==> src/hdl/epwm_pkg.sv <==
/*
 * Package for the enhanced PWM block: register map, field positions,
 * reset values, output modes and the bus request carrier.
 * Assumes a classic Wishbone master with 32-bit data and byte addresses.
 */
package epwm_pkg;

    // Bus request carrier, all fields driven by the master
    typedef struct packed {
        logic        cyc;
        logic        stb;
        logic        we;
        logic [7:0]  adr;
        logic [3:0]  sel;
        logic [31:0] dat;
    } epwm_wb_req_t;

    // Output arrangement of the enhanced channel
    typedef enum logic [1:0] {
        EPWM_CFG_SINGLE   = 2'h0,
        EPWM_CFG_FULL_FWD = 2'h1,
        EPWM_CFG_HALF     = 2'h2,
        EPWM_CFG_FULL_REV = 2'h3
    } epwm_outcfg_t;

    // Register byte offsets
    localparam logic [7:0] EPWM_OFF_TSEL_CH123 = 8'h00;
    localparam logic [7:0] EPWM_OFF_TSEL_CH45  = 8'h04;
    localparam logic [7:0] EPWM_OFF_PERIOD_A   = 8'h08;
    localparam logic [7:0] EPWM_OFF_CONTROL_A  = 8'h14;
    localparam logic [7:0] EPWM_OFF_COUNT_A    = 8'h20;
    localparam logic [7:0] EPWM_OFF_CHAN_CTRL  = 8'h2c;
    localparam logic [7:0] EPWM_OFF_DUTY_HIGH  = 8'h30;
    localparam logic [7:0] EPWM_OFF_SHUTDOWN   = 8'h34;
    localparam logic [7:0] EPWM_OFF_AUX_CTRL   = 8'h38;
    localparam logic [7:0] EPWM_OFF_STEERING   = 8'h3c;
    localparam logic [7:0] EPWM_OFF_PIN_DIR    = 8'h40;
    localparam logic [7:0] EPWM_OFF_CH5_CTRL   = 8'h44;
    localparam logic [7:0] EPWM_OFF_CH5_DUTY   = 8'h48;
    localparam logic [7:0] EPWM_OFF_PORT_A     = 8'h4c;
    localparam logic [7:0] EPWM_OFF_STATUS     = 8'h50;
    localparam logic [7:0] EPWM_BASE_STRIDE    = 8'h04;

    // Implemented-bit masks; other bits read as zero
    localparam logic [7:0] EPWM_MASK_TSEL_CH123 = 8'hdb;
    localparam logic [7:0] EPWM_MASK_TSEL_CH45  = 8'h0f;
    localparam logic [7:0] EPWM_MASK_CONTROL    = 8'h7f;

    // Field positions
    localparam int EPWM_TSEL_CH1_LSB = 0;
    localparam int EPWM_TSEL_CH5_LSB = 2;
    localparam int EPWM_RUN_BIT      = 2;
    localparam int EPWM_SD_EVENT_BIT = 7;
    localparam int EPWM_RESTART_BIT  = 7;
    localparam int EPWM_SRQ_SEL_BIT  = 1;

    // Reset values
    localparam logic [7:0] EPWM_RST_PERIOD   = 8'hff;
    localparam logic [7:0] EPWM_RST_ZERO     = 8'h00;
    localparam logic [7:0] EPWM_RST_STEERING = 8'h01;
    localparam logic [4:0] EPWM_RST_PIN_DIR  = 5'h1f;

    // Prescale terminal counts for 1, 4 and 16
    localparam logic [3:0] EPWM_PRE_DIV1  = 4'h0;
    localparam logic [3:0] EPWM_PRE_DIV4  = 4'h3;
    localparam logic [3:0] EPWM_PRE_DIV16 = 4'hf;

endpackage : epwm_pkg

==> src/hdl/epwm_top.sv <==
/*
 * Enhanced PWM channel with three selectable 8-bit time bases, a simple
 * fifth channel sharing port A bit 4, auto-shutdown and dead-band.
 * Assumes a classic Wishbone master on clock, synchronous pin inputs and
 * an external pad that resolves each pin from its value and enable.
 */
`timescale 1ns/10ps

module epwm_top #(
    parameter int NUM_BASES = 3
) (
    input  wire logic                  clock,
    input  wire logic                  rst_n,
    input  wire epwm_pkg::epwm_wb_req_t wb_req,
    output logic                       wb_ack,
    output logic [31:0]                wb_dat_r,
    input  wire logic                  sleep,
    input  wire logic                  comparator1_out,
    input  wire logic                  comparator2_out,
    input  wire logic                  fault_input_n,
    input  wire logic                  set_reset_latch_out,
    output logic                       pwm_out_a_o,
    output logic                       pwm_out_a_oe,
    output logic                       pwm_out_b_o,
    output logic                       pwm_out_b_oe,
    output logic                       pwm_out_c_o,
    output logic                       pwm_out_c_oe,
    output logic                       pwm_out_d_o,
    output logic                       pwm_out_d_oe,
    output logic                       port_a_bit4_o,
    output logic                       port_a_bit4_oe
);

    // Prescale field to terminal count
    function automatic logic [3:0] pre_max(input logic [1:0] ps);
        unique case (ps)
            2'h0:    pre_max = epwm_pkg::EPWM_PRE_DIV1;
            2'h1:    pre_max = epwm_pkg::EPWM_PRE_DIV4;
            default: pre_max = epwm_pkg::EPWM_PRE_DIV16;
        endcase
    endfunction : pre_max

    // Timer select to base index; the reserved code falls back to base A
    function automatic logic [1:0] base_idx(input logic [1:0] tsel);
        base_idx = (tsel == 2'h3) ? 2'h0 : tsel;
    endfunction : base_idx

    logic [7:0]  tsel_ch123;
    logic [7:0]  tsel_ch45;
    logic [7:0]  period_value    [NUM_BASES];
    logic [7:0]  control_base    [NUM_BASES];
    logic [7:0]  time_base_count [NUM_BASES];
    logic [3:0]  pre_cnt         [NUM_BASES];
    logic [1:0]  sub_cnt         [NUM_BASES];
    logic [7:0]  channel_control;
    logic [7:0]  duty_high_part;
    logic [7:0]  shutdown_control_reg;
    logic [7:0]  pwm_aux_control;
    logic [7:0]  steering_control;
    logic [4:0]  pin_direction;
    logic [7:0]  ch5_control;
    logic [7:0]  ch5_duty_high;
    logic [1:0]  port_a_control;
    logic        pwm_lvl;
    logic        pwm_prev;
    logic        ch5_lvl;
    logic [6:0]  dead_cnt;

    logic        bus_req;
    logic        wr;
    logic [7:0]  wdat;
    logic [7:0]  next_rdat;
    logic [1:0]  ch1_base;
    logic [1:0]  ch5_base;
    logic [9:0]  ch1_fine;
    logic [9:0]  ch5_fine;
    logic [9:0]  ch1_duty;
    logic [9:0]  ch5_duty;
    logic        ch1_on;
    logic        ch5_on;
    logic        fault_now;
    logic        shut;
    logic        edge_dead;
    logic [3:0]  act;
    logic [3:0]  next_o;
    logic [3:0]  next_oe;

    assign bus_req = wb_req.cyc && wb_req.stb && !wb_ack;
    assign wr      = bus_req && wb_req.we && wb_req.sel[0];
    assign wdat    = wb_req.dat[7:0];

    // Bus answer: one wait state, ack stands for one cycle
    always_ff @(posedge clock or negedge rst_n) begin
        if (!rst_n) begin
            wb_ack   <= 1'b0;
            wb_dat_r <= 32'h0000_0000;
        end else begin
            wb_ack   <= bus_req;
            wb_dat_r <= (bus_req && !wb_req.we) ? {24'h00_0000, next_rdat}
                                                : 32'h0000_0000;
        end
    end

    // Configuration registers
    always_ff @(posedge clock or negedge rst_n) begin
        if (!rst_n) begin
            tsel_ch123       <= epwm_pkg::EPWM_RST_ZERO;
            tsel_ch45        <= epwm_pkg::EPWM_RST_ZERO;
            channel_control  <= epwm_pkg::EPWM_RST_ZERO;
            duty_high_part   <= epwm_pkg::EPWM_RST_ZERO;
            pwm_aux_control  <= epwm_pkg::EPWM_RST_ZERO;
            steering_control <= epwm_pkg::EPWM_RST_STEERING;
            pin_direction    <= epwm_pkg::EPWM_RST_PIN_DIR;
            ch5_control      <= epwm_pkg::EPWM_RST_ZERO;
            ch5_duty_high    <= epwm_pkg::EPWM_RST_ZERO;
            port_a_control   <= 2'h0;
        end else if (wr) begin
            unique case (wb_req.adr)
                epwm_pkg::EPWM_OFF_TSEL_CH123:
                    tsel_ch123 <= wdat & epwm_pkg::EPWM_MASK_TSEL_CH123;
                epwm_pkg::EPWM_OFF_TSEL_CH45:
                    tsel_ch45 <= wdat & epwm_pkg::EPWM_MASK_TSEL_CH45;
                epwm_pkg::EPWM_OFF_CHAN_CTRL: channel_control <= wdat;
                epwm_pkg::EPWM_OFF_DUTY_HIGH: duty_high_part  <= wdat;
                epwm_pkg::EPWM_OFF_AUX_CTRL:  pwm_aux_control <= wdat;
                epwm_pkg::EPWM_OFF_STEERING:  steering_control <= wdat;
                epwm_pkg::EPWM_OFF_PIN_DIR:   pin_direction   <= wdat[4:0];
                epwm_pkg::EPWM_OFF_CH5_CTRL:  ch5_control     <= wdat;
                epwm_pkg::EPWM_OFF_CH5_DUTY:  ch5_duty_high   <= wdat;
                epwm_pkg::EPWM_OFF_PORT_A:    port_a_control  <= wdat[1:0];
                default: ;
            endcase
        end
    end

    // Time bases: prescaler, two fine bits below an 8-bit count
    generate
        for (genvar i = 0; i < NUM_BASES; i++) begin : g_base
            logic [7:0] off_period;
            logic [7:0] off_control;
            logic [7:0] off_count;
            logic       run;
            logic       step;
            logic       wr_count;

            assign off_period  = epwm_pkg::EPWM_OFF_PERIOD_A
                               + 8'(i) * epwm_pkg::EPWM_BASE_STRIDE;
            assign off_control = epwm_pkg::EPWM_OFF_CONTROL_A
                               + 8'(i) * epwm_pkg::EPWM_BASE_STRIDE;
            assign off_count   = epwm_pkg::EPWM_OFF_COUNT_A
                               + 8'(i) * epwm_pkg::EPWM_BASE_STRIDE;
            // Sleep gates the whole base so the count is simply held
            assign run  = control_base[i][epwm_pkg::EPWM_RUN_BIT]
                          && !sleep;
            assign step = run && (pre_cnt[i]
                          == pre_max(control_base[i][1:0]));
            assign wr_count = wr && (wb_req.adr == off_count);

            always_ff @(posedge clock or negedge rst_n) begin
                if (!rst_n) begin
                    period_value[i] <= epwm_pkg::EPWM_RST_PERIOD;
                    control_base[i] <= epwm_pkg::EPWM_RST_ZERO;
                end else if (wr && wb_req.adr == off_period) begin
                    period_value[i] <= wdat;
                end else if (wr && wb_req.adr == off_control) begin
                    control_base[i] <= wdat & epwm_pkg::EPWM_MASK_CONTROL;
                end
            end

            // Clocked straight from the system clock
            always_ff @(posedge clock or negedge rst_n) begin
                if (!rst_n) begin
                    time_base_count[i] <= epwm_pkg::EPWM_RST_ZERO;
                    pre_cnt[i]         <= 4'h0;
                    sub_cnt[i]         <= 2'h0;
                end else if (wr_count) begin
                    // Writing the count also clears the prescaler
                    time_base_count[i] <= wdat;
                    pre_cnt[i]         <= 4'h0;
                    sub_cnt[i]         <= 2'h0;
                end else if (run) begin
                    pre_cnt[i] <= step ? 4'h0 : pre_cnt[i] + 4'h1;
                    if (step) begin
                        sub_cnt[i] <= sub_cnt[i] + 2'h1;
                        if (sub_cnt[i] == 2'h3) begin
                            if (time_base_count[i] == period_value[i])
                                time_base_count[i] <= 8'h00;
                            else
                                time_base_count[i] <=
                                    time_base_count[i] + 8'h01;
                        end
                    end
                end
            end
        end
    endgenerate

    // Channel time base and duty
    assign ch1_base = base_idx(tsel_ch123[epwm_pkg::EPWM_TSEL_CH1_LSB +: 2]);
    assign ch5_base = base_idx(tsel_ch45[epwm_pkg::EPWM_TSEL_CH5_LSB +: 2]);
    assign ch1_fine = {time_base_count[ch1_base], sub_cnt[ch1_base]};
    assign ch5_fine = {time_base_count[ch5_base], sub_cnt[ch5_base]};
    assign ch1_duty = {duty_high_part, channel_control[5:4]};
    assign ch5_duty = {ch5_duty_high, ch5_control[5:4]};
    assign ch1_on   = channel_control[3:2] == 2'h3;
    assign ch5_on   = ch5_control[3:2] == 2'h3;

    // Modulated levels; a width past the period holds the last level
    always_ff @(posedge clock or negedge rst_n) begin
        if (!rst_n) begin
            pwm_lvl <= 1'b0;
            ch5_lvl <= 1'b0;
        end else if (!sleep) begin
            if (duty_high_part <= period_value[ch1_base])
                pwm_lvl <= ch1_on && (ch1_fine < ch1_duty);
            if (ch5_duty_high <= period_value[ch5_base])
                ch5_lvl <= ch5_on && (ch5_fine < ch5_duty);
        end
    end

    // Dead-band timer restarts on each edge of the modulated level
    always_ff @(posedge clock or negedge rst_n) begin
        if (!rst_n) begin
            pwm_prev <= 1'b0;
            dead_cnt <= 7'h00;
        end else if (!sleep) begin
            pwm_prev <= pwm_lvl;
            if (pwm_lvl != pwm_prev)
                dead_cnt <= (pwm_aux_control[6:0] == 7'h00) ? 7'h00
                            : pwm_aux_control[6:0] - 7'h01;
            else if (dead_cnt != 7'h00)
                dead_cnt <= dead_cnt - 7'h01;
        end
    end

    assign edge_dead = (pwm_lvl != pwm_prev)
                       && (pwm_aux_control[6:0] != 7'h00);

    // Fault sources: bit 4 comparator 1, bit 5 comparator 2, bit 6 pin
    assign fault_now = (shutdown_control_reg[4] && comparator1_out)
                     || (shutdown_control_reg[5] && comparator2_out)
                     || (shutdown_control_reg[6] && !fault_input_n);
    assign shut = shutdown_control_reg[epwm_pkg::EPWM_SD_EVENT_BIT];

    // Shutdown control; a fault in the cycle of a clear keeps the event
    always_ff @(posedge clock or negedge rst_n) begin
        if (!rst_n) begin
            shutdown_control_reg <= epwm_pkg::EPWM_RST_ZERO;
        end else begin
            if (wr && wb_req.adr == epwm_pkg::EPWM_OFF_SHUTDOWN)
                shutdown_control_reg <= wdat;
            else if (!fault_now
                     && pwm_aux_control[epwm_pkg::EPWM_RESTART_BIT])
                shutdown_control_reg[epwm_pkg::EPWM_SD_EVENT_BIT]
                    <= 1'b0;
            if (fault_now)
                shutdown_control_reg[epwm_pkg::EPWM_SD_EVENT_BIT]
                    <= 1'b1;
        end
    end

    // Active levels per output before polarity
    always_comb begin
        act = 4'h0;
        unique case (epwm_pkg::epwm_outcfg_t'(channel_control[7:6]))
            epwm_pkg::EPWM_CFG_SINGLE:
                act = {4{pwm_lvl}} & steering_control[3:0];
            epwm_pkg::EPWM_CFG_FULL_FWD:
                act = {pwm_lvl, 1'b0, 1'b0, 1'b1};
            epwm_pkg::EPWM_CFG_HALF: begin
                act[0] = pwm_lvl && !edge_dead
                         && dead_cnt == 7'h00;
                act[1] = !pwm_lvl && !edge_dead && dead_cnt == 7'h00;
            end
            epwm_pkg::EPWM_CFG_FULL_REV:
                act = {1'b0, 1'b1, pwm_lvl, 1'b0};
        endcase
    end

    // Pin values and enables, bit 0 is output A
    always_comb begin
        next_o  = 4'h0;
        next_oe = ~pin_direction[3:0];
        if (shut) begin
            next_o  = {shutdown_control_reg[2], shutdown_control_reg[0],
                       shutdown_control_reg[2], shutdown_control_reg[0]};
            next_oe = next_oe & {!shutdown_control_reg[3],
                       !shutdown_control_reg[1], !shutdown_control_reg[3],
                       !shutdown_control_reg[1]};
        end else if (ch1_on) begin
            next_o = act ^ {channel_control[0], channel_control[1],
                            channel_control[0], channel_control[1]};
        end
    end

    // Registered pins; held in sleep so a driven level does not move
    always_ff @(posedge clock or negedge rst_n) begin
        if (!rst_n) begin
            pwm_out_a_o  <= 1'b0;
            pwm_out_b_o  <= 1'b0;
            pwm_out_c_o  <= 1'b0;
            pwm_out_d_o  <= 1'b0;
            pwm_out_a_oe <= 1'b0;
            pwm_out_b_oe <= 1'b0;
            pwm_out_c_oe <= 1'b0;
            pwm_out_d_oe <= 1'b0;
        end else if (!sleep) begin
            pwm_out_a_o  <= next_o[0];
            pwm_out_b_o  <= next_o[1];
            pwm_out_c_o  <= next_o[2];
            pwm_out_d_o  <= next_o[3];
            pwm_out_a_oe <= next_oe[0];
            pwm_out_b_oe <= next_oe[1];
            pwm_out_c_oe <= next_oe[2];
            pwm_out_d_oe <= next_oe[3];
        end
    end

    // Shared port A bit 4 pin
    always_ff @(posedge clock or negedge rst_n) begin
        if (!rst_n) begin
            port_a_bit4_o  <= 1'b0;
            port_a_bit4_oe <= 1'b0;
        end else if (!sleep) begin
            port_a_bit4_oe <= !pin_direction[4];
            if (port_a_control[epwm_pkg::EPWM_SRQ_SEL_BIT])
                port_a_bit4_o <= set_reset_latch_out;
            else if (ch5_on)
                port_a_bit4_o <= ch5_lvl;
            else
                port_a_bit4_o <= port_a_control[0];
        end
    end

    // Read-back; unmapped addresses answer zero
    always_comb begin
        next_rdat = 8'h00;
        unique case (wb_req.adr)
            epwm_pkg::EPWM_OFF_TSEL_CH123: next_rdat = tsel_ch123;
            epwm_pkg::EPWM_OFF_TSEL_CH45:  next_rdat = tsel_ch45;
            epwm_pkg::EPWM_OFF_CHAN_CTRL:  next_rdat = channel_control;
            epwm_pkg::EPWM_OFF_DUTY_HIGH:  next_rdat = duty_high_part;
            epwm_pkg::EPWM_OFF_SHUTDOWN:   next_rdat = shutdown_control_reg;
            epwm_pkg::EPWM_OFF_AUX_CTRL:   next_rdat = pwm_aux_control;
            epwm_pkg::EPWM_OFF_STEERING:   next_rdat = steering_control;
            epwm_pkg::EPWM_OFF_PIN_DIR:    next_rdat = {3'h0, pin_direction};
            epwm_pkg::EPWM_OFF_CH5_CTRL:   next_rdat = ch5_control;
            epwm_pkg::EPWM_OFF_CH5_DUTY:   next_rdat = ch5_duty_high;
            epwm_pkg::EPWM_OFF_PORT_A:     next_rdat = {6'h00, port_a_control};
            epwm_pkg::EPWM_OFF_STATUS:
                next_rdat = {4'h0, fault_now, ch5_lvl, pwm_lvl, shut};
            default: begin
                for (int k = 0; k < NUM_BASES; k++) begin
                    if (wb_req.adr == epwm_pkg::EPWM_OFF_PERIOD_A
                        + 8'(k) * epwm_pkg::EPWM_BASE_STRIDE)
                        next_rdat = period_value[k];
                    if (wb_req.adr == epwm_pkg::EPWM_OFF_CONTROL_A
                        + 8'(k) * epwm_pkg::EPWM_BASE_STRIDE)
                        next_rdat = control_base[k];
                    if (wb_req.adr == epwm_pkg::EPWM_OFF_COUNT_A
                        + 8'(k) * epwm_pkg::EPWM_BASE_STRIDE)
                        next_rdat = time_base_count[k];
                end
            end
        endcase
    end

endmodule : epwm_top

==> config.mk <==
export PLATFORM = sky130hd
export DESIGN_NAME = epwm_top
export DESIGN_NICKNAME = d
export VERILOG_FILES = /design/src/hdl/epwm_pkg.sv /design/src/hdl/epwm_top.sv
export SDC_FILE = /design/constraint.sdc
export NUM_CORES = 1
export LEC_CHECK = 0
export BUFFER_PORTS_ARGS = -buffer_cell sky130_fd_sc_hd__buf_2
export CAP_MARGIN = 5
export CORE_ASPECT_RATIO = 1.25
export CORE_UTILIZATION = 25
export DETAILED_ROUTE_END_ITERATION = 6
export MAX_ROUTING_LAYER = met4
export PLACE_DENSITY = 0.49
export SYNTH_ARGS = -nofsm -noshare
export SYNTH_HDL_FRONTEND = slang
export SYNTH_SLANG_ARGS = --single-unit
export TNS_END_PERCENT = 10
==> constraint.sdc <==
create_clock -name clock -period 7.3 [get_ports clock]
set_clock_uncertainty 0.15 [all_clocks]
set_input_delay 1.095 -clock clock [delete_from_list [all_inputs] [get_ports clock]]
set_output_delay 1.095 -clock clock [all_outputs]
set_load 0.05 [all_outputs]
==> results.cfg <==
[outcome]
status = completed

[setup_path]
cp.required_ns = 7.44
crit_path_end_kind = flop
regToRegSetupSlack_ns = 3.88
r2r-end = ch5_lvl
path_class = in -> reg
reg2reg_depth = 10
path_max_fanout = 40
r2r-start = tsel_ch45[2]
cp-start-kind = primary input
arrival_ns = 4.00

[routing]
routed-wl-met3_um = 1870
wire_per_inst_um = 23.4
vias_per_cell = 5.30
wl_met1_um = 18800
firstDrtPassIters = 5
drc = 0
vias = 10300
ant_nets = 0
drt-total-wl_um = 45400
wl_met2_um = 22800
top_layer = met4
drtIter0Drc = 870

[flow_run]
drv_cap = 0

[place]
place_hpwl_um = 32300
pre_cts_ws_ns = 3.15
globalplace.congestion = 0.964
place_inst = 1910
portBuffers = 45

[clock_tree]
clk_pin_slew_ns = 0.08
ctsResizeCount = 0
hold_buffers = 0
cts_setup_buffers = 0
cts_tree = yes
cts_buffers = 17
clock-sinks = 189
cts_root_buf = clkbuf_16
cts-htree-levels = 4
clk-insertion-delay-late_ns = 0.48
clockBufferDepth = 2

[sta]
max-slew-margin-rel = 0.212
fmax_mhz = 259
hold_violations = 0
worstMarginPinSlew_ns = 1.17
rsz0062_at_grt = false
slew_viol_final = 0
hold_ws_ns = 0.332
tns_ns = 0
min_period_over_period = 0.528
period_needed_ns = 3.86
setup_ws_ns = 3.44
setup_viol = 0

[global_routing]
grt_remaining_overflow = 0
grt_use_total = 0.188
grt_max_degree = 66
antenna_found_initial = 1
grt_pass1_vias = 9891
grt_pass1_wl_um = 67300

[pwr]
p_total_uw = 2420
power.internal_uw = 1690
sw_frac_of_total = 0.302
vdd_drop_max_uv = 174
seqPwrFrac = 0.462
p_leak_uw = 0.00601
pwr-share-comb = 0.120
power.density_nw_per_um2 = 178
p_clk_frac = 0.418
p_switching_uw = 732

[logic_synthesis]
synth_top_area_cell = dfrtp_1
syn_inst = 1290
synth_cell_types = 86
async_reset_ff_frac = 1.00
synth-edff-count = 0
synthTopCellsByArea = dfrtp_1, mux2_2, dfstp_2
synth_warnings = 0
syn-mean-instance-area_um2 = 9.53
ys.flop_type = dfrtp_1
ys_ff_latch = 189
syn_area_um2 = 12300
yosysSeqAreaShare = 0.388
synth_top_area_share = 0.324

[hold_path]
hold_class = reg -> reg
min_to = port_a_bit4_o
worstHoldStart = port_a_bit4_o
hold-path-cell-count = 2

[floorplan]
die_x_um = 200
initial_core_util = 0.254
core_um2 = 48400
io_pins = 97
rows = 90
dieArea_um2 = 50100
fp.dieH_um = 250

[final_layout]
area_delta_synth_final_pct = 10.9
drive_above_1_share = 0.189
reg.largest.list = period_value: 24 flops, time_base_count: 24 flops, control_base: 21 flops
layout.nets = 1385
final_cells = 1943
## power by group through the flow
| stage | combinational (uW) | sequential [uW] | clock, uW |
|---|---|---|---|
| 3_3_place_gp | 289 | 1140 | 0 |
| 4_1_cts | 293 | 1120 | 1030 |
| 3_5_place_dp | 294 | 1140 | 0 |
| 6_report | 291 | 1120 | 1010 |
| 5_1_grt | 324 | 1120 | 1080 |
| 2_1_floorplan | 200 | 1130 | 0 |
## critical path, cell delays in order
cell and delay [ns]:
buf_2 0.08, buf_4 0.41, nor4b_2 0.76, nand2_1 0.26, nor2_1 0.25, a2111oi_2 0.06, a2111oi_0 0.90, a311oi_1 0.15
## cell type report
type,count,area [um^2]
repair buffers,61,354
clock buffers,17,425
flip-flops and latches,189,4770
diodes,1,2.50
well taps,644,806
inverters,32,120
fillers,5121,34800
clock inverters,15,201
multi-input cells,984,6960
## kinds of logic (layout without fill, tap and decap cells)
family | after synthesis | count (layout) | share of synthesized area
DFF | 189 | 189 | 0.388
other | 1 | 25 | 0.000305
buffers and inverters | 140 | 125 | 0.0545
AOI/OAI and AO/OA | 311 | 311 | 0.169
xor gates and xnor gates | 42 | 42 | 0.0299
and+or+nand+nor | 420 | 420 | 0.184
muxes | 141 | 141 | 0.128
adders and majority gates | 46 | 46 | 0.0468
## routing by layer
metal	up-vias	GRT usage
li1	4647	-
met2	353	0.316
met1	5205	0.219
met3	93	0.0306
met5	-	-
met4	0	0.0833
## cells in the final DEF, fill, tap and decap left out, drive strengths merged, types with 30 or more instances in the layout
cell type	synthesis	routed
nor2	135	135
ha	46	46
o21ai	88	88
nand2	87	87
dfrtp	159	159
mux2	118	118
inv	32	40
dfstp	30	30
a21oi	64	64
nor3	37	37
buf	55	60
nand3	31	31
## worst max-delay path by stage
| stage | start | to | slack (ns) |
|---|---|---|---|
| 2_1_floorplan | wb_req[37] | wb_dat_r[0] | 4.39 |
| 3_3_place_gp | wb_req[40] | wb_dat_r[0] | 3.22 |
| 3_5_place_dp | wb_req[40] | wb_dat_r[0] | 3.15 |
| 4_1_cts | wb_req[40] | wb_dat_r[0] | 3.67 |
| 5_1_grt | wb_req[40] | wb_dat_r[0] | 3.48 |
| 6_report | wb_req[40] | wb_dat_r[0] | 3.44 |
## metrics by stage
step | util | area, um^2
2_1_floorplan | - | 12400
3_3_place_gp | 0.269 | 13000
3_5_place_dp | 0.269 | 13000
4_1_cts | 0.281 | 13600
5_1_grt | 0.282 | 13600
6_report | 0.282 | 13600
## Yosys cell counts (27+ instances only)
cell / n
nor2_1: 122
nand2_1: 86
a21oi_1: 64
nand3_1: 31
mux2_1: 41
o21ai_0: 66
dfstp_2: 30
clkbuf_1: 51
dfrtp_1: 159
mux2_2: 77
nor3_1: 28
xor2_1: 27
inv_1: 32
ha_1: 46
(Power assumes the default switching activity.)
